[config.mk]
export PLATFORM = sky130hd
export DESIGN_NAME = rss_sequencer
export DESIGN_NICKNAME = d
export VERILOG_FILES = /design/src/rtl/rss_sequencer.v
export VERILOG_INCLUDE_DIRS = /design/src /design/src/pkg
export SDC_FILE = /design/constraint.sdc
export NUM_CORES = 1
export LEC_CHECK = 0
export CAP_MARGIN = 20
export CORE_AREA = 2 2 136 72
export DETAILED_ROUTE_END_ITERATION = 10
export DIE_AREA = 0 0 138 74
export DONT_BUFFER_PORTS = 1
export PLACE_DENSITY = 0.82
export RECOVER_POWER = 100
export SLEW_MARGIN = 20
export SYNTH_ARGS = -nofsm -noshare
export SYNTH_HDL_FRONTEND = slang
export SYNTH_SLANG_ARGS = --single-unit
export TNS_END_PERCENT = 10
[constraint.sdc]
create_clock -name CLK -period 2.6 [get_ports CLK]
set_input_delay 0.13 -clock CLK [delete_from_list [all_inputs] [get_ports CLK]]
set_output_delay 0.13 -clock CLK [all_outputs]
set_load 0.01 [all_outputs]
[src/pkg/rss_map.vh]
// Function
// RULE_01 - After a trim write, the applied trim settles within eight base clock periods.
// RULE_02 - After power-on or wake-up, wait about 10 us before the first fetch.
// RULE_03 - Reset comes from power-on, overtemperature, reset pin, watchdog and brown-out.
// RULE_04 - Most registers reset on power-on, pin, watchdog, brown-out; a few keep values.
// RULE_05 - A watchdog timeout during sleep wakes the core without any register reset.
// RULE_06 - Cause flags are set per cause: power-on, brown-out, watchdog, wake, pin.
// RULE_07 - The reset pin path ignores short low glitches; only a sustained low resets.
// RULE_08 - A watchdog reset stays internal and never drives the reset pin low.
// RULE_09 - Pin reset function is ignored when disabled; enabled means active low with pull-up.
// RULE_10 - With brown-out enabled, supply below threshold for 100 us raises brown-out reset.
// RULE_11 - After any reset, stay in reset until the supply is above the brown-out level.
// RULE_12 - An enabled power-up timer holds reset a further 64 ms after release.
// RULE_13 - Supply dropping during the power-up timer re-enters brown-out and restarts it.
// RULE_14 - With brown-out off or asleep, only the power-on detector asserts reset; with brown-out off the code still holds reset below the brown-out level.
// RULE_15 - The power-up timer enable bit is active low: 1 disables, 0 enables.
// RULE_16 - The power-up timer starts only after power-on, counts its own oscillator, holds reset; the code also starts it after a brown-out reset.
// RULE_17 - Execution starts after power-up timer, oscillator start-up timer and pin release.
// RULE_18 - Delays count from power-on; a pin held past them releases execution at once.
// RULE_19 - Timer disabled means no power-up delay; wake-up never applies the power-up delay.
// RULE_20 - A missed watchdog clear raises watchdog reset and updates timeout and powerdown flags; the code clears only the timeout flag.
// RULE_21 - The power-on detector holds the whole device in reset until supply is adequate.
// RULE_22 - Power-on flag, bit 1, cleared by power-on reset only; software writes it to 1.
// RULE_23 - Brown-out flag, bit 0, cleared by brown-out reset; software sets it back to 1.
// RULE_24 - Power-up timer counts oscillator ticks to a parameter; cleared by any reset condition.
`ifndef RSS_MAP_VH
`define RSS_MAP_VH

`define RSS_CLK_MHZ          20
`define RSS_T_BIAS_NS        10000
`define RSS_T_BOR_NS         100000
`define RSS_T_PIN_FILT_NS    2000
`define RSS_T_POWERUP_TIMER_US        64000
`define RSS_T_RC_TICK_NS     1000
`define RSS_TRIM_SETTLE_PER  4'h8
`define RSS_OST_CYCLES       1024

`define RSS_OFS_POWER_CTRL   8'h00
`define RSS_OFS_STATUS       8'h04
`define RSS_OFS_OSC_TRIM     8'h08
`define RSS_OFS_CAUSE        8'h0C

`define RSS_PC_BOR_BIT       0
`define RSS_PC_POR_BIT       1
`define RSS_ST_TO_BIT        0
`define RSS_ST_PD_BIT        1
`define RSS_ST_STATE_LSB     4
`define RSS_ST_SETTLE_BIT    8
`define RSS_TRIM_W           5

`define RSS_RST_POR_N        1'b0
`define RSS_RST_BOR_N        1'b1
`define RSS_RST_TO           1'b1
`define RSS_RST_PD           1'b1
`define RSS_RST_TRIM         5'h00

`define RSS_CAUSE_NONE       3'h0
`define RSS_CAUSE_POR        3'h1
`define RSS_CAUSE_BOR        3'h2
`define RSS_CAUSE_OT         3'h3
`define RSS_CAUSE_PIN        3'h4
`define RSS_CAUSE_WDT        3'h5
`define RSS_CAUSE_PIN_SLP    3'h6
`define RSS_CAUSE_WDT_WAKE   3'h7

`endif

[src/rtl/rss_sequencer.v]
// Implementation choices: the Avalon-MM slave port and the address map.
`timescale 1ns/10ps
`include "rss_map.vh"
module rss_sequencer #(
    parameter [16:0] POWERUP_TIMER_TICKS = 17'd64000,
    parameter [10:0] OST_CYCLES = 11'd1024
) (
    input  wire        CLK,
    input  wire        RESET,
    input  wire        SUPPLY_ABOVE_POR,
    input  wire        SUPPLY_ABOVE_BOR,
    input  wire        OVERTEMP,
    input  wire        EXT_RESET_PIN_IN,
    output wire        EXT_RESET_PIN_OUT,
    output wire        EXT_RESET_PIN_OE_N,
    output wire        EXT_RESET_PULLUP_EN,
    input  wire        WATCHDOG_TIMEOUT,
    input  wire        WATCHDOG_CLEAR,
    input  wire        SLEEP_ENTER,
    input  wire        WAKE_EVENT,
    input  wire        CFG_BROWNOUT_ENABLE,
    input  wire        CFG_EXT_RESET_PIN_ENABLE,
    input  wire        CFG_POWERUP_TIMER_DISABLE_N,
    output wire        REG_RESET,
    output wire        FETCH_ENABLE,
    output wire        WAKE_RESUME,
    output wire [4:0]  TRIM_VALUE,
    input  wire [7:0]  AVS_ADDRESS,
    input  wire        AVS_READ,
    input  wire        AVS_WRITE,
    input  wire [3:0]  AVS_BYTEENABLE,
    input  wire [31:0] AVS_WRITEDATA,
    output wire [31:0] AVS_READDATA,
    output wire        AVS_WAITREQUEST
);

    function integer cyc_up;
        input integer ns;
        begin
            cyc_up = (ns * `RSS_CLK_MHZ + 999) / 1000;
            if (cyc_up < 1) begin
                cyc_up = 1;
            end
        end
    endfunction

    localparam integer BOR_I     = cyc_up(`RSS_T_BOR_NS);
    localparam integer BIAS_I    = cyc_up(`RSS_T_BIAS_NS);
    localparam integer FILT_I    = cyc_up(`RSS_T_PIN_FILT_NS);
    localparam integer RC_I      = cyc_up(`RSS_T_RC_TICK_NS);
    localparam [11:0] BOR_CYC    = BOR_I[11:0];
    localparam [11:0] BIAS_CYC   = BIAS_I[11:0];
    localparam [11:0] FILT_CYC   = FILT_I[11:0];
    localparam [4:0]  RC_DIV     = RC_I[4:0];
    localparam [3:0]  TRIM_SETTLE = `RSS_TRIM_SETTLE_PER;

    localparam [2:0] S_HOLD    = 3'h0;
    localparam [2:0] S_POWERUP_TIMER    = 3'h1;
    localparam [2:0] S_OST     = 3'h2;
    localparam [2:0] S_BIAS    = 3'h3;
    localparam [2:0] S_PINWAIT = 3'h4;
    localparam [2:0] S_RUN     = 3'h5;
    localparam [2:0] S_SLEEP   = 3'h6;

    reg  [2:0]  state_q;
    reg  [2:0]  state_d;
    reg  [2:0]  cause_d;
    reg  [2:0]  cause_q;
    reg         pend_powerup_timer_q;
    reg         pend_ost_q;
    reg         from_reset_q;
    reg  [11:0] bor_cnt_q;
    reg         bor_hit_q;
    reg  [11:0] pin_cnt_q;
    reg         pin_low_q;
    reg  [4:0]  rc_div_q;
    reg         rc_tick_q;
    reg  [16:0] powerup_timer_cnt_q;
    reg  [11:0] seq_cnt_q;
    reg         por_flag_n_q;
    reg         bor_flag_n_q;
    reg         timeout_flag_q;
    reg         powerdown_flag_q;
    reg  [4:0]  trim_target_q;
    reg  [4:0]  trim_applied_q;
    reg  [3:0]  trim_cnt_q;
    reg         reg_reset_q;
    reg         fetch_en_q;
    reg         wake_resume_q;
    reg         pullup_q;
    reg         waitreq_q;
    reg  [31:0] rdata_q;
    reg  [31:0] rdata_d;

    wire por_cond  = !SUPPLY_ABOVE_POR;                                    // [RULE_21]
    wire asleep    = (state_q == S_SLEEP);
    wire pin_armed = CFG_EXT_RESET_PIN_ENABLE;                             // [RULE_09]
    wire powerup_timer_on   = !CFG_POWERUP_TIMER_DISABLE_N;                         // [RULE_15]
    wire hold_cond = por_cond || OVERTEMP || !SUPPLY_ABOVE_BOR;            // [RULE_11]
    wire bus_wr    = AVS_WRITE && !waitreq_q && AVS_BYTEENABLE[0];
    wire seq_done  = (seq_cnt_q == 12'h001);

    // Brown-out qualifier; disabled while asleep so only power-on applies
    always @(posedge CLK) begin
        if (RESET || !CFG_BROWNOUT_ENABLE || asleep || SUPPLY_ABOVE_BOR) begin  // [RULE_14]
            bor_cnt_q <= 12'h000;
            bor_hit_q <= 1'b0;
        end else if (bor_cnt_q >= BOR_CYC - 12'h001) begin
            bor_hit_q <= 1'b1;                                             // [RULE_10]
        end else begin
            bor_cnt_q <= bor_cnt_q + 12'h001;
        end
    end

    // Pin filter: low must persist; release is taken at once
    always @(posedge CLK) begin
        if (RESET || !pin_armed || EXT_RESET_PIN_IN) begin
            pin_cnt_q <= 12'h000;
            pin_low_q <= 1'b0;
        end else if (pin_cnt_q >= FILT_CYC - 12'h001) begin
            pin_low_q <= 1'b1;                                             // [RULE_07]
        end else begin
            pin_cnt_q <= pin_cnt_q + 12'h001;
        end
    end

    // Stand-in for the timer's own RC oscillator
    always @(posedge CLK) begin
        if (RESET || rc_div_q == RC_DIV - 5'h01) begin
            rc_div_q  <= 5'h00;
            rc_tick_q <= !RESET;
        end else begin
            rc_div_q  <= rc_div_q + 5'h01;
            rc_tick_q <= 1'b0;
        end
    end

    always @* begin
        state_d = state_q;
        cause_d = `RSS_CAUSE_NONE;
        case (state_q)
            S_HOLD: begin
                if (!hold_cond) begin
                    if (pend_powerup_timer_q && powerup_timer_on) begin
                        state_d = S_POWERUP_TIMER;                                  // [RULE_12]
                    end else if (pend_ost_q) begin
                        state_d = S_OST;                                   // [RULE_19]
                    end else begin
                        state_d = S_BIAS;
                    end
                end
            end
            S_POWERUP_TIMER, S_OST, S_BIAS, S_PINWAIT: begin
                if (por_cond) begin
                    state_d = S_HOLD;
                    cause_d = `RSS_CAUSE_POR;
                end else if (state_q == S_POWERUP_TIMER && !SUPPLY_ABOVE_BOR) begin
                    state_d = S_HOLD;                                      // [RULE_13]
                    cause_d = `RSS_CAUSE_BOR;
                end else if (OVERTEMP) begin
                    state_d = S_HOLD;
                    cause_d = `RSS_CAUSE_OT;
                end else if (state_q == S_POWERUP_TIMER) begin
                    if (powerup_timer_cnt_q >= POWERUP_TIMER_TICKS) begin
                        state_d = pend_ost_q ? S_OST : S_BIAS;
                    end
                end else if (state_q == S_OST || state_q == S_BIAS) begin
                    if (seq_done) begin
                        state_d = (state_q == S_OST) ? S_BIAS : S_PINWAIT; // [RULE_02]
                    end
                end else if (!pin_low_q) begin
                    state_d = S_RUN;                                       // [RULE_17] [RULE_18]
                end
            end
            S_RUN: begin
                if (por_cond) begin
                    state_d = S_HOLD;                                      // [RULE_03]
                    cause_d = `RSS_CAUSE_POR;
                end else if (bor_hit_q) begin
                    state_d = S_HOLD;
                    cause_d = `RSS_CAUSE_BOR;
                end else if (OVERTEMP) begin
                    state_d = S_HOLD;
                    cause_d = `RSS_CAUSE_OT;
                end else if (pin_low_q) begin
                    state_d = S_HOLD;
                    cause_d = `RSS_CAUSE_PIN;
                end else if (WATCHDOG_TIMEOUT) begin
                    state_d = S_HOLD;                                      // [RULE_20]
                    cause_d = `RSS_CAUSE_WDT;
                end else if (SLEEP_ENTER) begin
                    state_d = S_SLEEP;
                end
            end
            S_SLEEP: begin
                if (por_cond) begin
                    state_d = S_HOLD;
                    cause_d = `RSS_CAUSE_POR;
                end else if (OVERTEMP) begin
                    state_d = S_HOLD;
                    cause_d = `RSS_CAUSE_OT;
                end else if (pin_low_q) begin
                    state_d = S_HOLD;
                    cause_d = `RSS_CAUSE_PIN_SLP;
                end else if (WATCHDOG_TIMEOUT) begin
                    state_d = S_BIAS;                                      // [RULE_05]
                    cause_d = `RSS_CAUSE_WDT_WAKE;
                end else if (WAKE_EVENT) begin
                    state_d = S_BIAS;
                end
            end
            default: begin
                state_d = S_HOLD;
            end
        endcase
    end

    always @(posedge CLK) begin
        if (RESET) begin
            state_q      <= S_HOLD;
            cause_q      <= `RSS_CAUSE_POR;
            pend_powerup_timer_q  <= 1'b1;
            pend_ost_q   <= 1'b1;
            from_reset_q <= 1'b1;
        end else begin
            state_q <= state_d;
            if (cause_d != `RSS_CAUSE_NONE) begin
                cause_q <= cause_d;
            end
            if (cause_d == `RSS_CAUSE_POR || cause_d == `RSS_CAUSE_BOR) begin
                pend_powerup_timer_q <= 1'b1;                                       // [RULE_16]
            end else if (state_q == S_RUN) begin
                pend_powerup_timer_q <= 1'b0;
            end
            if (cause_d == `RSS_CAUSE_POR) begin
                pend_ost_q <= 1'b1;
            end else if (state_q == S_RUN) begin
                pend_ost_q <= 1'b0;
            end
            if (state_d == S_HOLD) begin
                from_reset_q <= 1'b1;
            end else if (state_d == S_RUN || state_d == S_SLEEP) begin
                from_reset_q <= 1'b0;
            end
        end
    end

    // Power-up timer runs only in its own state; any hold clears it
    always @(posedge CLK) begin
        if (RESET || state_q != S_POWERUP_TIMER || hold_cond) begin
            powerup_timer_cnt_q <= 17'h00000;                                       // [RULE_24]
        end else if (rc_tick_q && powerup_timer_cnt_q < POWERUP_TIMER_TICKS) begin
            powerup_timer_cnt_q <= powerup_timer_cnt_q + 17'h00001;
        end
    end

    always @(posedge CLK) begin
        if (RESET) begin
            seq_cnt_q <= 12'h000;
        end else if (state_d == S_OST && state_q != S_OST) begin
            seq_cnt_q <= {1'b0, OST_CYCLES};
        end else if (state_d == S_BIAS && state_q != S_BIAS) begin
            seq_cnt_q <= BIAS_CYC;
        end else if (seq_cnt_q != 12'h000) begin
            seq_cnt_q <= seq_cnt_q - 12'h001;
        end
    end

    // Hardware clear of the cause flags wins over a software set
    always @(posedge CLK) begin
        if (RESET) begin
            por_flag_n_q     <= `RSS_RST_POR_N;
            bor_flag_n_q     <= `RSS_RST_BOR_N;
            timeout_flag_q   <= `RSS_RST_TO;
            powerdown_flag_q <= `RSS_RST_PD;
        end else begin
            if (cause_d == `RSS_CAUSE_POR) begin
                por_flag_n_q <= 1'b0;                                      // [RULE_22]
            end else if (bus_wr && AVS_ADDRESS == `RSS_OFS_POWER_CTRL) begin
                por_flag_n_q <= AVS_WRITEDATA[`RSS_PC_POR_BIT];
            end
            if (cause_d == `RSS_CAUSE_BOR) begin
                bor_flag_n_q <= 1'b0;                                      // [RULE_23]
            end else if (bus_wr && AVS_ADDRESS == `RSS_OFS_POWER_CTRL) begin
                bor_flag_n_q <= AVS_WRITEDATA[`RSS_PC_BOR_BIT];
            end
            case (cause_d)
                `RSS_CAUSE_POR, `RSS_CAUSE_BOR: begin
                    timeout_flag_q   <= 1'b1;                              // [RULE_06]
                    powerdown_flag_q <= 1'b1;
                end
                `RSS_CAUSE_WDT: begin
                    timeout_flag_q <= 1'b0;
                end
                `RSS_CAUSE_WDT_WAKE: begin
                    timeout_flag_q   <= 1'b0;
                    powerdown_flag_q <= 1'b0;
                end
                `RSS_CAUSE_PIN_SLP: begin
                    timeout_flag_q   <= 1'b1;
                    powerdown_flag_q <= 1'b0;
                end
                default: begin
                    if (state_q == S_RUN && state_d == S_SLEEP) begin
                        timeout_flag_q   <= 1'b1;
                        powerdown_flag_q <= 1'b0;
                    end else if (state_q == S_RUN && WATCHDOG_CLEAR) begin
                        timeout_flag_q   <= 1'b1;
                        powerdown_flag_q <= 1'b1;
                    end
                end
            endcase
        end
    end

    // Trim lands after the settle window, never mid-window
    always @(posedge CLK) begin
        if (RESET) begin
            trim_target_q  <= `RSS_RST_TRIM;
            trim_applied_q <= `RSS_RST_TRIM;
            trim_cnt_q     <= 4'h0;
        end else if (bus_wr && AVS_ADDRESS == `RSS_OFS_OSC_TRIM) begin
            trim_target_q <= AVS_WRITEDATA[`RSS_TRIM_W-1:0];
            trim_cnt_q    <= TRIM_SETTLE;
        end else if (trim_cnt_q != 4'h0) begin
            trim_cnt_q <= trim_cnt_q - 4'h1;
            if (trim_cnt_q == 4'h1) begin
                trim_applied_q <= trim_target_q;                           // [RULE_01]
            end
        end
    end

    // Core-facing outputs, registered from the next state; pin pull-up registered from its enable
    always @(posedge CLK) begin
        if (RESET) begin
            reg_reset_q   <= 1'b1;
            fetch_en_q    <= 1'b0;
            wake_resume_q <= 1'b0;
            pullup_q      <= 1'b0;
        end else begin
            reg_reset_q   <= (state_d == S_HOLD) ||
                             (from_reset_q && state_d != S_RUN);           // [RULE_04]
            fetch_en_q    <= (state_d == S_RUN);
            wake_resume_q <= (state_q == S_BIAS) && (state_d == S_PINWAIT) && !from_reset_q;
            pullup_q      <= CFG_EXT_RESET_PIN_ENABLE;                     // [RULE_09]
        end
    end

    always @* begin
        rdata_d = 32'h00000000;
        case (AVS_ADDRESS)
            `RSS_OFS_POWER_CTRL: begin
                rdata_d[`RSS_PC_POR_BIT] = por_flag_n_q;
                rdata_d[`RSS_PC_BOR_BIT] = bor_flag_n_q;
            end
            `RSS_OFS_STATUS: begin
                rdata_d[`RSS_ST_TO_BIT] = timeout_flag_q;
                rdata_d[`RSS_ST_PD_BIT] = powerdown_flag_q;
                rdata_d[`RSS_ST_STATE_LSB+2:`RSS_ST_STATE_LSB] = state_q;
                rdata_d[`RSS_ST_SETTLE_BIT] = (trim_cnt_q != 4'h0);
            end
            `RSS_OFS_OSC_TRIM: begin
                rdata_d[`RSS_TRIM_W-1:0] = trim_target_q;
            end
            `RSS_OFS_CAUSE: begin
                rdata_d[2:0] = cause_q;
            end
            default: begin
                rdata_d = 32'h00000000;
            end
        endcase
    end

    // One wait cycle per access; unmapped reads give zero
    always @(posedge CLK) begin
        if (RESET) begin
            waitreq_q <= 1'b1;
            rdata_q   <= 32'h00000000;
        end else if ((AVS_READ || AVS_WRITE) && waitreq_q) begin
            waitreq_q <= 1'b0;
            rdata_q   <= AVS_READ ? rdata_d : 32'h00000000;
        end else begin
            waitreq_q <= 1'b1;
        end
    end

    assign EXT_RESET_PIN_OUT   = 1'b0;
    assign EXT_RESET_PIN_OE_N  = 1'b1;                                     // [RULE_08]
    assign EXT_RESET_PULLUP_EN = pullup_q;
    assign REG_RESET           = reg_reset_q;
    assign FETCH_ENABLE        = fetch_en_q;
    assign WAKE_RESUME         = wake_resume_q;
    assign TRIM_VALUE          = trim_applied_q;
    assign AVS_READDATA        = rdata_q;
    assign AVS_WAITREQUEST     = waitreq_q;

endmodule

======== Yosys cells after proc, flatten, opt, wreduce, memory -nomap -nowiden ========
Index checks and enable logic that the tools add are counted.
storage, ports and cells
  output and inout bits ................... 44
  register bits ........................... 125
  word-level logic and storage cells ...... 187
  input port bits ......................... 59
cells by class
  bitwise operators ....................... 2
  $lt $le $gt $ge ......................... 4
  $add $sub $neg .......................... 6
  reductions and logical operators ........ 63
  equality and inequality tests ........... 26
  mux-type cells .......................... 57
operators with widths
  cell                     number
  $mux W3                  30
  $mux W11                 3
  $eq A3 B3 Y1 const B     9
  $add A12 B1 Y12 const B  2
  $add A17 B1 Y17 const B  1
  $ge A17 B16 Y1 const B   1
  $lt A17 B16 Y1 const B   1
  $eq A8 B4 Y1 const B     2
  $reduce_or A2 Y1         8
  $eq A3 B2 Y1 const B     5
  $logic_and A1 B1 Y1      15
  $logic_or A1 B1 Y1       15
  $eq A12 B1 Y1 const B    1
  $ge A12 B11 Y1 const B   1
  $ge A12 B6 Y1 const B    1
  $pmux W3 S4              1
  $reduce_bool A12 Y1      1
  $reduce_bool A4 Y1       3
  $sub A12 B1 Y12 const B  1
  $mux W2                  5
  $mux W1                  9
  $mux W9                  1
  $pmux W3 S3              1
  $eq A8 B3 Y1 const B     1
  22 further kinds         40

======== Logic depth before layout (Yosys ltp) ========
Gate-level depths: netlist of run 1.
  depth after elaboration ................. 13
  gate-level depth with buffers ........... 9
  depth with buffers taken out ............ 8

======== Worst setup path after synthesis of run 1 ========
Ideal clock, no wire load.
  path kind ............................... register to register
  start point ............................. reg bor_cnt_q[0]
  end point ............................... reg bor_cnt_q[9]
  path slack .............................. 0.561 ns
  buffers on the path ..................... 0
  arrival ................................. 1.969 ns
  period minus slack after synthesis ...... 2.039 ns
  library setup time ...................... 0.070 ns
  data required time ...................... 2.530 ns
  stages on the path, launching flop included .. 8
  cell sequence ........................... dfxtp_1 > ha_1 > a311o_1 > a31oi_2 > and3_1 > nand2_1 > or3_1 > a21oi_1
on the way
  word-level cells in the longest chain between the ends .. 1
  elaborated cells between the ends (all ways) .. 2
  classes of those cells .................. add/sub: 1; order compare: 1
RTL lines
  what                                               RTL line                                  text
  from (decl)                                        rss_sequencer.v:72                        reg [11:0] bor_cnt_q;
  from (signal assigned)                             rss_sequencer.v:111                       bor_cnt_q <= bor_cnt_q + 12'h001;
  $add A12 B1 Y12 or $ge A12 B11 Y1 (tied branches)  rss_sequencer.v:111, rss_sequencer.v:108
Parallel ways exist; a longest one is shown, timed or not.
A chain may end at the register's enable or synchronous reset.

======== Worst setup path in the final report of run 1 ========
  start point ............................. reg seq_cnt_q[10]
  end point ............................... reg seq_cnt_q[4]
on the way
  word-level cells in the longest chain between the ends .. 11
  elaborated cells between the ends (all ways) .. 14
  classes of those cells .................. eq/ne: 3; mux: 7; reduce/logical: 4
RTL lines
  what                                    RTL line                                  text
  from (decl)                             rss_sequencer.v:79                        reg [11:0] seq_cnt_q;
  from (signal assigned)                  rss_sequencer.v:261                       seq_cnt_q <= {1'b0, OST_CYCLES};
  from (signal assigned)                  rss_sequencer.v:265                       seq_cnt_q <= seq_cnt_q - 12'h001;
  $eq A12 B1 Y1                           rss_sequencer.v:101                       wire seq_done = (seq_cnt_q == 12'h001);
  $mux W3                                 rss_sequencer.v:168                       if (seq_done) begin
  $mux W3                                 rss_sequencer.v:167                       end else if (state_q == S_OST || state_q == S_BIAS) begin
  $mux W3                                 rss_sequencer.v:163                       end else if (state_q == S_POWERUP_TIMER) begin
  $mux W3                                 rss_sequencer.v:160                       end else if (OVERTEMP) begin
  $mux W3                                 rss_sequencer.v:157                       end else if (state_q == S_POWERUP_TIMER && !SUPPLY_ABOVE_BOR) begin
  $mux W3                                 rss_sequencer.v:154                       if (por_cond) begin
  $pmux W3 S4                             rss_sequencer.v:141                       case (state_q)
  $eq A3 B2 Y1 (on tied branches)         rss_sequencer.v:260, rss_sequencer.v:262
  $logic_and A1 B1 Y1 (on tied branches)  rss_sequencer.v:260, rss_sequencer.v:262
  $reduce_or A3 Y1 (no source line)       n/a
Parallel ways exist; a longest one is shown, timed or not.

==> results of run 1 <==
==> worst register-to-register path, cell delays in order (launching register included) <==
cell and delay, ps:
dfxtp_1 360, nor4_2 470, nand4_1 260, and2_1 220, o31a_4 300, nor4b_4 140
buf_4 200, nor4_1 280
==> kinds of logic after synthesis <==
family / count (synthesis) / share of synthesized area
fa+ha+maj: 10 / 0.0251
flops: 101 / 0.405
other cells: 2 / 0.00150
buf+inv: 64 / 0.0716
mux: 13 / 0.0311
compound gates: 94 / 0.134
simple gates: 245 / 0.274
xor+xnor: 33 / 0.0579
==> metal layers <==
layer	vias up	wire length, um	GRT usage
met2	117	4720	0.351
met5	-	7	0
met4	2	106	0.0476
met1	1867	5060	0.286
li1	1933	-	-
met3	13	840	0.0863
==> area by class of cell <==
| cell class | count | share of cell area |
|---|---|---|
| inverter | 18 | 0.0127 |
| clock buffer | 11 | 0.0456 |
| clock inverter | 5 | 0.0110 |
| multi-input combinational | 421 | 0.494 |
| sequential | 101 | 0.380 |
| timing repair buffer | 16 | 0.0289 |
| tap | 121 | 0.0284 |
==> flip-flops by register name, indices dropped and copies added, names as in the netlist, 3 cells and up <==
name and cells:
pin_cnt_q 12, seq_cnt_q 12, state_q 3, AVS_READDATA 8, powerup_timer_cnt_q 17, cause_q 3
trim_cnt_q 4, bor_cnt_q 12, rc_div_q 5, trim_target_q 5, TRIM_VALUE 5
==> where the power goes <==
group	leakage, nW	internal, W	switching, W
Sequential	0.818	0.00167	0.000143
Clock	0.142	0.000774	0.000571
Combinational	1.05	0.000435	0.000504
Total	2.01	0.00288	0.00122
==> worst min-delay path by stage <==
stage / slack (ps) / cells after the start / endpoint
detailed placement: 210 / 1 / state_q[1]$_SDFF_PP0_
finish: 20 / 2 / AVS_READDATA[2]$_SDFFE_PP0P_
floorplan: 220 / 1 / EXT_RESET_PULLUP_EN$_SDFF_PP0_
global placement: 220 / 1 / rc_div_q[2]$_SDFF_PP0_
CTS: 20 / 2 / AVS_READDATA[2]$_SDFFE_PP0P_
global route: 30 / 2 / AVS_READDATA[2]$_SDFFE_PP0P_
==> Yosys cell counts (2+ instances only) <==
cell / instances
and4_1: 4
nor3_1: 15
o21ai_1: 5
a21o_1: 4
buf_6: 2
inv_1: 18
nand3_1: 18
a22oi_1: 7
nor4b_2: 2
nor3b_1: 5
nand2_1: 47
buf_2: 4
dfxtp_1: 101
nor4bb_1: 2
nor2_1: 67
buf_4: 26
xor2_1: 19
nor4_2: 7
nand4_1: 8
and3_1: 9
nand2b_1: 11
clkbuf_1: 10
o2bb2ai_2: 3
o21ai_0: 13
buf_1: 4
or4_1: 3
a211o_1: 4
a21oi_1: 33
or3_1: 8
and2_1: 11
conb_1: 2
o2bb2ai_1: 3
or3b_1: 2
nor4_1: 6
o211ai_1: 2
nor2b_1: 6
mux4_2: 2
ha_1: 10
xnor2_1: 14
mux2i_1: 11
nand3b_1: 4
==> cells in the final DEF (no fill, tap or decap), drive strengths merged, types with 5 or more instances in the layout <==
cell,n
clkbuf,12
a22oi,7
o21ai,19
conb,26
dfxtp,101
mux2i,11
nor2b,6
xor2,19
and2,11
and3,9
nor2,68
buf,5
nand2b,11
nor3,16
nand2,47
nand3,18
xnor2,14
ha,10
inv,19
or3,9
nand4,9
a21oi,33
nor4,14
o2bb2ai,6
nor3b,5
dlygate4sd3,10
==> through the flow <==
stage                     instance area (um^2)   util  std cells  power, W
after global placement                    4980  0.549        666   0.00273
after global routing                      5330  0.587        693   0.00434
final                                     5330  0.587        693   0.00409
after detailed placement                  4980  0.549        666   0.00279
after CTS                                 5410  0.596        693   0.00417
after floorplan                           5080      -        586   0.00266
==> metrics.md, run 1 <==
| Metric | Value |
|---|---|
| WP depth | `7` |
| Post-Syn Instances | `562` |
| Area occupied by multi-input gates | `approximately 2600 um^2` |
| Top cells by area, synth | `dfxtp_1 (40%), nor2_1 (5.0%), buf_4 (3.9%)` |
| Post-CTS sizing | `0` |
| Total area of sequential cells | `about 2000 um^2` |
| Yosys top cell area share | `0.405` |
| DRT antenna net count | `0` |
| Setup crit end kind | `register` |
| Status | `completed` |
| Worst r2r path cells | `7` |
| Startpoint types | `register` |
| Clk_lat worst skew | `350 ps` |
| DP HPWL | `7650 um` |
| Syn_area_per_cell | `8.89 um^2` |
| HP Class | `input pin to register` |
| Place WS | `322 ps` |
| Buffers & Inverters on Critical Path | `1` |
| Period Utilization, post-route | `0.890` |
| Largest net degree at the start of global routing | `between 40 and 50` |
| DRC violations left | `0` |
| Setup Total Neg Slack | `0 ps` |
| CP max FO | `12` |
| #FFs+latches synth | `101` |
| Max Root-Sink Buffers | `2` |
| Gr ovfl total | `0` |
| Crit path capture | `seq_cnt_q[4]$_SDFFE_PP0P_` |
| Die ar. | `10,200 um^2` |
| Die width | `approximately 140 um` |
| Register-to-Register Setup Slack | `290 ps` |
| Yosys cell types | `71` |
| Worst hold margin | `23.7 ps` |
| Max-cap viol count | `0` |
| Vias in the first global route | `between 3,000 and 4,000` |
| WP data required | `2850 ps` |
| Final Slew Violations | `0` |
| GRT Overall Usage | `0.219` |
| RSZ-0062 raised after global routing | `no` |
| Post-synthesis async set-or-reset flop share | `0` |
| Setup WS post-layout | `around 290 ps` |
| Max IR drop VDD | `358 uV` |
| Final hold violation count | `0` |
| Post-synth EDFFs | `0` |
| Synth area leader | `dfxtp_1` |
| CTS clock-pin slew for the worst setup and hold paths | `~70 ps` |
| Area delta synth->final | `6.61%` |
| Hold Buf Count CTS | `11` |
| Synth Cell Area | `4990 um^2` |
| Crit Reg-Reg Endpoint | `seq_cnt_q[4]$_SDFFE_PP0P_` |
| Leakage | `2.01 nW` |
| Crit path cell chain | `nor4_2, nand4_1, and2_1, o31a_4, nor4b_4, buf_4, nor4_1` |
| Slew @ Worst Pin | `between 1000 and 1500 ps` |
| First-pass GRT wire length | `17,900 um` |
| Launch point of the critical path | `seq_cnt_q[10]$_SDFFE_PP0P_` |
| Antenna violations before repair | `1` |
| Chip height | `between 70 and 80 um` |
| Critical setup path kind | `register to register` |
| Setup Viol. Count Final | `0` |
| # nets final | `~640` |
| Minimum clock period | `2310 ps` |
| CTS tree | `yes` |
| CTS Root Cell | `clkbuf_16` |
| Max incr delay on CP | `470 ps` |
| Detailed Route Iter0 Violations | `332` |
| Final Skew | `6.87 ps` |
| FMAX | `0.432 GHz` |
| Slew headroom | `0.296` |
| Final GP Congestion | `0.860` |
| H-tree depth | `3` |
| Core area | `9070 um^2` |
| Total number of vias | `3,932` |
| Post-DR wirelength/cell | `15.5 um` |
| Power per cell area | `769 nW/um^2` |
| TritonCTS buffer count | `9` |
| # diodes | `0` |
| Drt pass-1 iters | `5` |
| R2R Path Start | `seq_cnt_q[10]$_SDFFE_PP0P_` |
| DRT Wirelength | `10,700 um` |
| Layout cell share with drive strength beyond 1 | `0.0664` |
| Fillers | `around 790` |
| IO Pins | `103` |
| Post-CTS Setup Bufs | `0` |
| Core Rows | `25` |
| Sequential fraction of the synthesis area | `0.405` |
| Buffers on Ports | `0` |
| Initial Util | `0.551` |
| Via density | `5.67` |
| Syn. warnings | `0` |
| Delay-heaviest family, CP | `simple AND/OR/NAND/NOR gates` |
| Hold_sp | `AVS_ADDRESS[2]` |
| Critical path's slowest cell | `nor4_2` |
| Prevailing post-synth register cell | `dfxtp_1` |
| WP data arrival | `2560 ps` |
| # clock sinks | `about 100` |
No activity file was read; power rests on OpenSTA's default activity.
==> run 2, diff against run 1 <==
--- a/config.mk
+++ b/config.mk
@@ -11,7 +11,7 @@
 export DETAILED_ROUTE_END_ITERATION = 10
 export DIE_AREA = 0 0 138 74
 export DONT_BUFFER_PORTS = 1
-export PLACE_DENSITY = 0.82
+export PLACE_DENSITY = 0.71
 export RECOVER_POWER = 100
 export SLEW_MARGIN = 20
 export SYNTH_ARGS = -nofsm -noshare
==> metrics.md, run 2 (synthesis gave the netlist of run 1 again) <==
| Metric | Value |
|---|---|
| IO Pins | `103 (unchanged)` |
| R2R Path Start | `state_q[1]$_SDFF_PP0_` |
| Status | `completed` |
| TritonCTS buffer count | `9 (unchanged)` |
| GRT Overall Usage | `0.212 (-0.00679)` |
| Setup crit end kind | `register` |
| Final Slew Violations | `0 (unchanged)` |
| Drt pass-1 iters | `4 (-1)` |
| Die width | `138 um (unchanged)` |
| Core area | `9070 um^2 (unchanged)` |
| Worst hold endpoint | `timeout_flag_q$_SDFFE_PP1P_` |
| Max Root-Sink Buffers | `2 (unchanged)` |
| Max IR drop VDD | `595 uV (+66%)` |
| Clk_lat worst skew | `340 ps (about the same)` |
| Area occupied by multi-input gates | `2650 um^2 (+0.67%)` |
| Largest register FFs | `17 (unchanged)` |
| Max-cap viol count | `0 (unchanged)` |
| Initial Util | `0.551 (unchanged)` |
| Fillers | `818 (+3.7%)` |
| First-pass GRT wire length | `17,200 um (-3.9%)` |
| Most flops, register | `powerup_timer_cnt_q` |
| CP max FO | `14 (+2)` |
| Core Rows | `25 (unchanged)` |
| WP data required | `2830 ps (-20 ps)` |
| Slew @ Worst Pin | `1200 ps (+155 ps)` |
| Minimum clock period | `2390 ps (+71.8 ps)` |
| Tot Pwr | `0.00430 W (+5.2%)` |
| Chip height | `74 um (unchanged)` |
| Final GP Congestion | `0.812 (-5.6%)` |
| DRC violations left | `0 (unchanged)` |
| # nets final | `638 (+0.31%)` |
| Crit Reg-Reg Endpoint | `pend_powerup_timer_q$_SDFFE_PP1P_` |
| Via density | `5.54 (-2.4%)` |
| Die ar. | `10,200 um^2 (unchanged)` |
| CTS clock-pin slew for the worst setup and hold paths | `70 ps (about the same)` |
| FMAX | `0.419 GHz (-3.0%)` |
| Hold path depth | `3 (+1)` |
| Register-to-Register Setup Slack | `210 ps (-70 ps)` |
| Period Utilization, post-route | `0.918 (+0.0276)` |
| WP data arrival | `2620 ps (+60 ps)` |
| Gr ovfl total | `0 (unchanged)` |
| Layout cell share with drive strength beyond 1 | `0.0714 (+0.00500)` |
| Worst hold margin | `29.1 ps (+5.42 ps)` |
| HP Class | `input pin to register` |
| Setup Total Neg Slack | `0 ps (unchanged)` |
| Antenna violations before repair | `1 (unchanged)` |
| H-tree depth | `3 (unchanged)` |
| Total area of sequential cells | `2020 um^2 (unchanged)` |
| Startpoint types | `register` |
| Placed cells | `669 (+0.45%)` |
| Critical setup path kind | `register to register` |
| Detailed Route Iter0 Violations | `173 (-48%)` |
| Worst r2r path cells | `5 (-2)` |
| Buffers on Ports | `0 (unchanged)` |
| Hold_sp | `RESET` |
| # clock sinks | `101 (unchanged)` |
| Slew headroom | `0.191 (-0.105)` |
| DP HPWL | `7490 um (-2.1%)` |
| Final Skew | `7.10 ps (+0.227 ps)` |
| Leakage | `2.04 nW (+1.6%)` |
| Post-CTS sizing | `0 (unchanged)` |
| DRT Wirelength | `10,500 um (-1.8%)` |
| CTS Root Cell | `clkbuf_16` |
| Most frequent cells in the layout | `dfxtp_1 (101), nor2_1 (68), nand2_1 (47), a21oi_1 (33), conb_1 (26)` |
| Total number of vias | `3,854 (-2.0%)` |
| Vias in the first global route | `3,558 (-2.9%)` |
| DRT antenna net count | `0 (unchanged)` |
| Final hold violation count | `0 (unchanged)` |
| CTS tree | `yes` |
| RSZ-0062 raised after global routing | `no` |
| Final core utilization | `0.594 (+0.00717)` |
| Power per cell area | `799 nW/um^2 (+3.9%)` |
| Cell Count, Final, Fillers Out | `696 (+0.43%)` |
| Setup Viol. Count Final | `0 (unchanged)` |
| Area delta synth->final | `7.92%` |
| Post-DR wirelength/cell | `15.1 um (-2.2%)` |
| Most common cell after layout, fill and taps aside | `dfxtp_1` |
| Largest net degree at the start of global routing | `46 (unchanged)` |
[run 2: cell count changes in the layout (fill, tap and decap cells not counted), moves of 2 or more]
cell | before | now
and2_1 | 2 | 4
clkbuf_1 | 2 | 5
clkinvlp_4 | 2 | 0
nor4b_2 | 1 | 3
nor4_1 | 11 | 8
nor4_2 | 2 | 5
and2_0 | 9 | 7
bufinv_16 | 1 | 3
[run 2: worst max-delay path by stage]
stage	end	slack [ps]	cells past startpoint	from
2_1_floorplan	bor_cnt_q[9]$_SDFFE_PP0N_	560	7	bor_cnt_q[0]$_SDFFE_PP0N_
3_5_place_dp	seq_cnt_q[11]$_SDFFE_PP0P_	340	7	seq_cnt_q[10]$_SDFFE_PP0P_
3_3_place_gp	seq_cnt_q[11]$_SDFFE_PP0P_	410	7	seq_cnt_q[10]$_SDFFE_PP0P_
5_1_grt	pend_powerup_timer_q$_SDFFE_PP1P_	90	5	state_q[1]$_SDFF_PP0_
4_1_cts	seq_cnt_q[10]$_SDFFE_PP0P_	310	7	seq_cnt_q[10]$_SDFFE_PP0P_
6_report	pend_powerup_timer_q$_SDFFE_PP1P_	210	5	state_q[1]$_SDFF_PP0_
[run 2: layout make-up]
class / count / share of cell area
Multi-Input combinational cell: 421 / 0.491
Sequential cell: 101 / 0.375
Clock buffer: 12 / 0.0457
Timing Repair Buffer: 18 / 0.0295
Tap cell: 121 / 0.0281
Clock inverter: 4 / 0.0176
Inverter: 18 / 0.0125
Antenna cell: 1 / 0.000464
[run 2: power by group]
part / switching, W / internal, W
clock network: 0.000549 / 0.000966
logic: 0.000531 / 0.000452
registers: 0.000139 / 0.00167
[run 2: what timing repair did]
action	4_1_cts	5_1_grt
setup endpoints to repair	0	0
hold buffers	10	0
setup buffers	0	0
endpoints found under the hold margin	47	0
[run 2: metal layers]
layer  part of all wire  global-route usage  up-vias
met4             0.0046              0.0488        0
li1                   -                   -     1940
met2               0.43               0.334      117
met3              0.071              0.0644        6
met5                  0                   0        -
met1               0.50               0.293     1791
[run 2: critical path, stage by stage (launching register included)]
cell	delay, ps
dfxtp_1	620
nand2b_1	260
nor2_1	90
o31ai_1	710
nor3_1	270
a211o_1	320
[run 2: metrics by stage]
| step | cell area (um^2) | worst slack (ps) |
|---|---|---|
| final | 5390 | 214 |
| after global routing | 5390 | 85.9 |
| after CTS | 5460 | 306 |
| after detailed placement | 5010 | 343 |
| after global placement | 5010 | 414 |
| after floorplan | 5080 | 561 |
==> run 3, diff against run 2 <==
==> constraint.sdc (replaced) <==
create_clock -name CLK -period 3.1 [get_ports CLK]
set_input_delay 0.155 -clock CLK [delete_from_list [all_inputs] [get_ports CLK]]
set_output_delay 0.155 -clock CLK [all_outputs]
set_load 0.01 [all_outputs]
==> metrics.md, run 3 (synthesis gave the netlist of run 1 again) <==
| Metric | Value |
|---|---|
| GRT Overall Usage | `0.214 (+0.00174)` |
| IO Pins | `103 (unchanged)` |
| Startpoint types | `register` |
| HP Class | `input pin to register` |
| Total number of vias | `3,800 (-1.4%)` |
| DRT Wirelength | `10,500 um (-0.67%)` |
| Most common cell after layout, fill and taps aside | `dfxtp_1` |
| Most flops, register | `powerup_timer_cnt_q` |
| Vias in the first global route | `3,505 (-1.5%)` |
| RSZ-0062 raised after global routing | `no` |
| Leakage | `1.99 nW (-2.6%)` |
| Final Skew | `6.25 ps (-0.849 ps)` |
| Final GP Congestion | `0.792 (-2.5%)` |
| # nets final | `631 (-1.1%)` |
| FMAX | `0.387 GHz (-7.6%)` |
| CTS tree | `yes` |
| Layout cell share with drive strength beyond 1 | `0.0582 (-0.0132)` |
| Max IR drop VDD | `430 uV (-28%)` |
| WP data arrival | `2810 ps (+190 ps)` |
| Core Rows | `25 (unchanged)` |
| H-tree depth | `3 (unchanged)` |
| R2R Path Start | `state_q[0]$_SDFF_PP0_` |
| Largest net degree at the start of global routing | `46 (unchanged)` |
| Area delta synth->final | `5.11%` |
| Period Utilization, post-route | `0.833 (-0.0847)` |
| Tot Pwr | `0.00338 W (-22%)` |
| Max-cap viol count | `0 (unchanged)` |
| Hold_sp | `RESET` |
| Total area of sequential cells | `2020 um^2 (unchanged)` |
| Power per cell area | `643 nW/um^2 (-19%)` |
| TritonCTS buffer count | `9 (unchanged)` |
| Buffers on Ports | `0 (unchanged)` |
| First-pass GRT wire length | `17,400 um (+1.2%)` |
| Setup Viol. Count Final | `0 (unchanged)` |
| Minimum clock period | `2580 ps (+196 ps)` |
| Critical setup path kind | `register to register` |
| Final core utilization | `0.579 (-0.0154)` |
| Final hold violation count | `0 (unchanged)` |
| Status | `completed` |
| Critical path's slowest cell | `dfxtp_1` |
| Fillers | `823 (+0.61%)` |
| DRC violations left | `0 (unchanged)` |
| Drt pass-1 iters | `6 (+2)` |
| Area occupied by multi-input gates | `2610 um^2 (-1.3%)` |
| Crit path cell chain | `nor4b_1, a21oi_1, nand2b_1, o211a_1, a2111oi_0, buf_4, o2bb2ai_1` |
| Gr ovfl total | `0 (unchanged)` |
| Setup crit end kind | `register` |
| WP data required | `3330 ps (+500 ps)` |
| CTS Root Cell | `clkbuf_16` |
| Post-CTS Setup Bufs | `0 (unchanged)` |
| Core area | `9070 um^2 (unchanged)` |
| Slew headroom | `0.181 (-0.0103)` |
| Post-DR wirelength/cell | `15.2 um (+0.34%)` |
| Die ar. | `10,200 um^2 (unchanged)` |
| Final Slew Violations | `0 (unchanged)` |
| Max incr delay on CP | `670 ps (-40 ps)` |
| Setup Total Neg Slack | `0 ps (unchanged)` |
| CTS clock-pin slew for the worst setup and hold paths | `70 ps (about the same)` |
| CP max FO | `17 (+3)` |
| # clock sinks | `101 (unchanged)` |
| DP HPWL | `7390 um (-1.3%)` |
| Chip height | `74 um (unchanged)` |
| Largest register FFs | `17 (unchanged)` |
| Antenna violations before repair | `1 (unchanged)` |
| DRT antenna net count | `0 (unchanged)` |
| Die width | `138 um (unchanged)` |
| Detailed Route Iter0 Violations | `173 (unchanged)` |
| Max Root-Sink Buffers | `2 (unchanged)` |
| Via density | `5.52 (-0.40%)` |
| Slew @ Worst Pin | `1220 ps (+15.3 ps)` |
| Clk_lat worst skew | `340 ps (about the same)` |
| Most frequent cells in the layout | `dfxtp_1 (101), nor2_1 (68), nand2_1 (47), a21oi_1 (33), conb_1 (26)` |
| Launch point of the critical path | `state_q[0]$_SDFF_PP0_` |
| Initial Util | `0.551 (unchanged)` |
run 3: cell count changes in the layout (fill, tap and decap cells not counted), moves of 2 or more:
cell / change
nor4_2: -4
clkinvlp_4: +2
nor4_1: +4
buf_4: -3
nor4b_2: -3
nor4b_1: +2
dlygate4sd3_1: -2
and2_1: +2
and2_0: -2
clkbuf_1: -4
bufinv_16: -3
run 3: final timing paths:
check,to,slack [ps],cells past startpoint
setup / recovery,seq_cnt_q[10]$_SDFFE_PP0P_,520,7
hold reg to reg,bor_cnt_q[11]$_SDFFE_PP0N_,440,2
hold / removal,seq_cnt_q[9]$_SDFFE_PP0P_,10,2
setup reg to reg,seq_cnt_q[10]$_SDFFE_PP0P_,520,7
run 3: final cells by class:
class	instances	area share
tap	121	0.0288
inverter	18	0.0129
antenna	1	0.000477
clock inverter	5	0.00643
multi-input combinational	421	0.497
timing repair buffer	11	0.0207
clock buffer	11	0.0481
sequential	101	0.385
run 3: repair_timing:
action | CTS | global route
gates resized for setup | 0 | 0
endpoints found under the hold margin | 46 | 0
hold buffers | 8 | 0
setup endpoints to repair | 0 | 0
run 3: power breakdown:
part / switching (W) / total [W] / internal [W]
registers: 0.000117 / 0.00151 / 0.00140
logic: 0.000424 / 0.000789 / 0.000366
clock network: 0.000484 / 0.00107 / 0.000588
run 3: layer usage:
metal,global-route usage,vias up,part of all wire
met1,0.292,1768,0.50
met4,0.0544,0,0.0060
met5,0,-,0
met3,0.0695,6,0.065
met2,0.334,94,0.43
li1,-,1932,-
run 3: stage by stage:
stage	instances	setup slack, ps	area (um^2)	hold WS, ps
2_1_floorplan	586	1060	5080	246
3_3_place_gp	664	777	4970	236
3_5_place_dp	664	715	4970	238
4_1_cts	688	707	5350	4.27
5_1_grt	688	303	5250	9.27
6_report	689	517	5250	12.6
run 3: critical path, delay by kind of cell (launching register included):
| family | cells | cell delay [ps] |
|---|---|---|
| DFF | 1 | 670 |
| AOI/OAI and AO/OA | 4 | 870 |
| and+or+nand+nor | 2 | 640 |
| buffers and inverters | 1 | 290 |
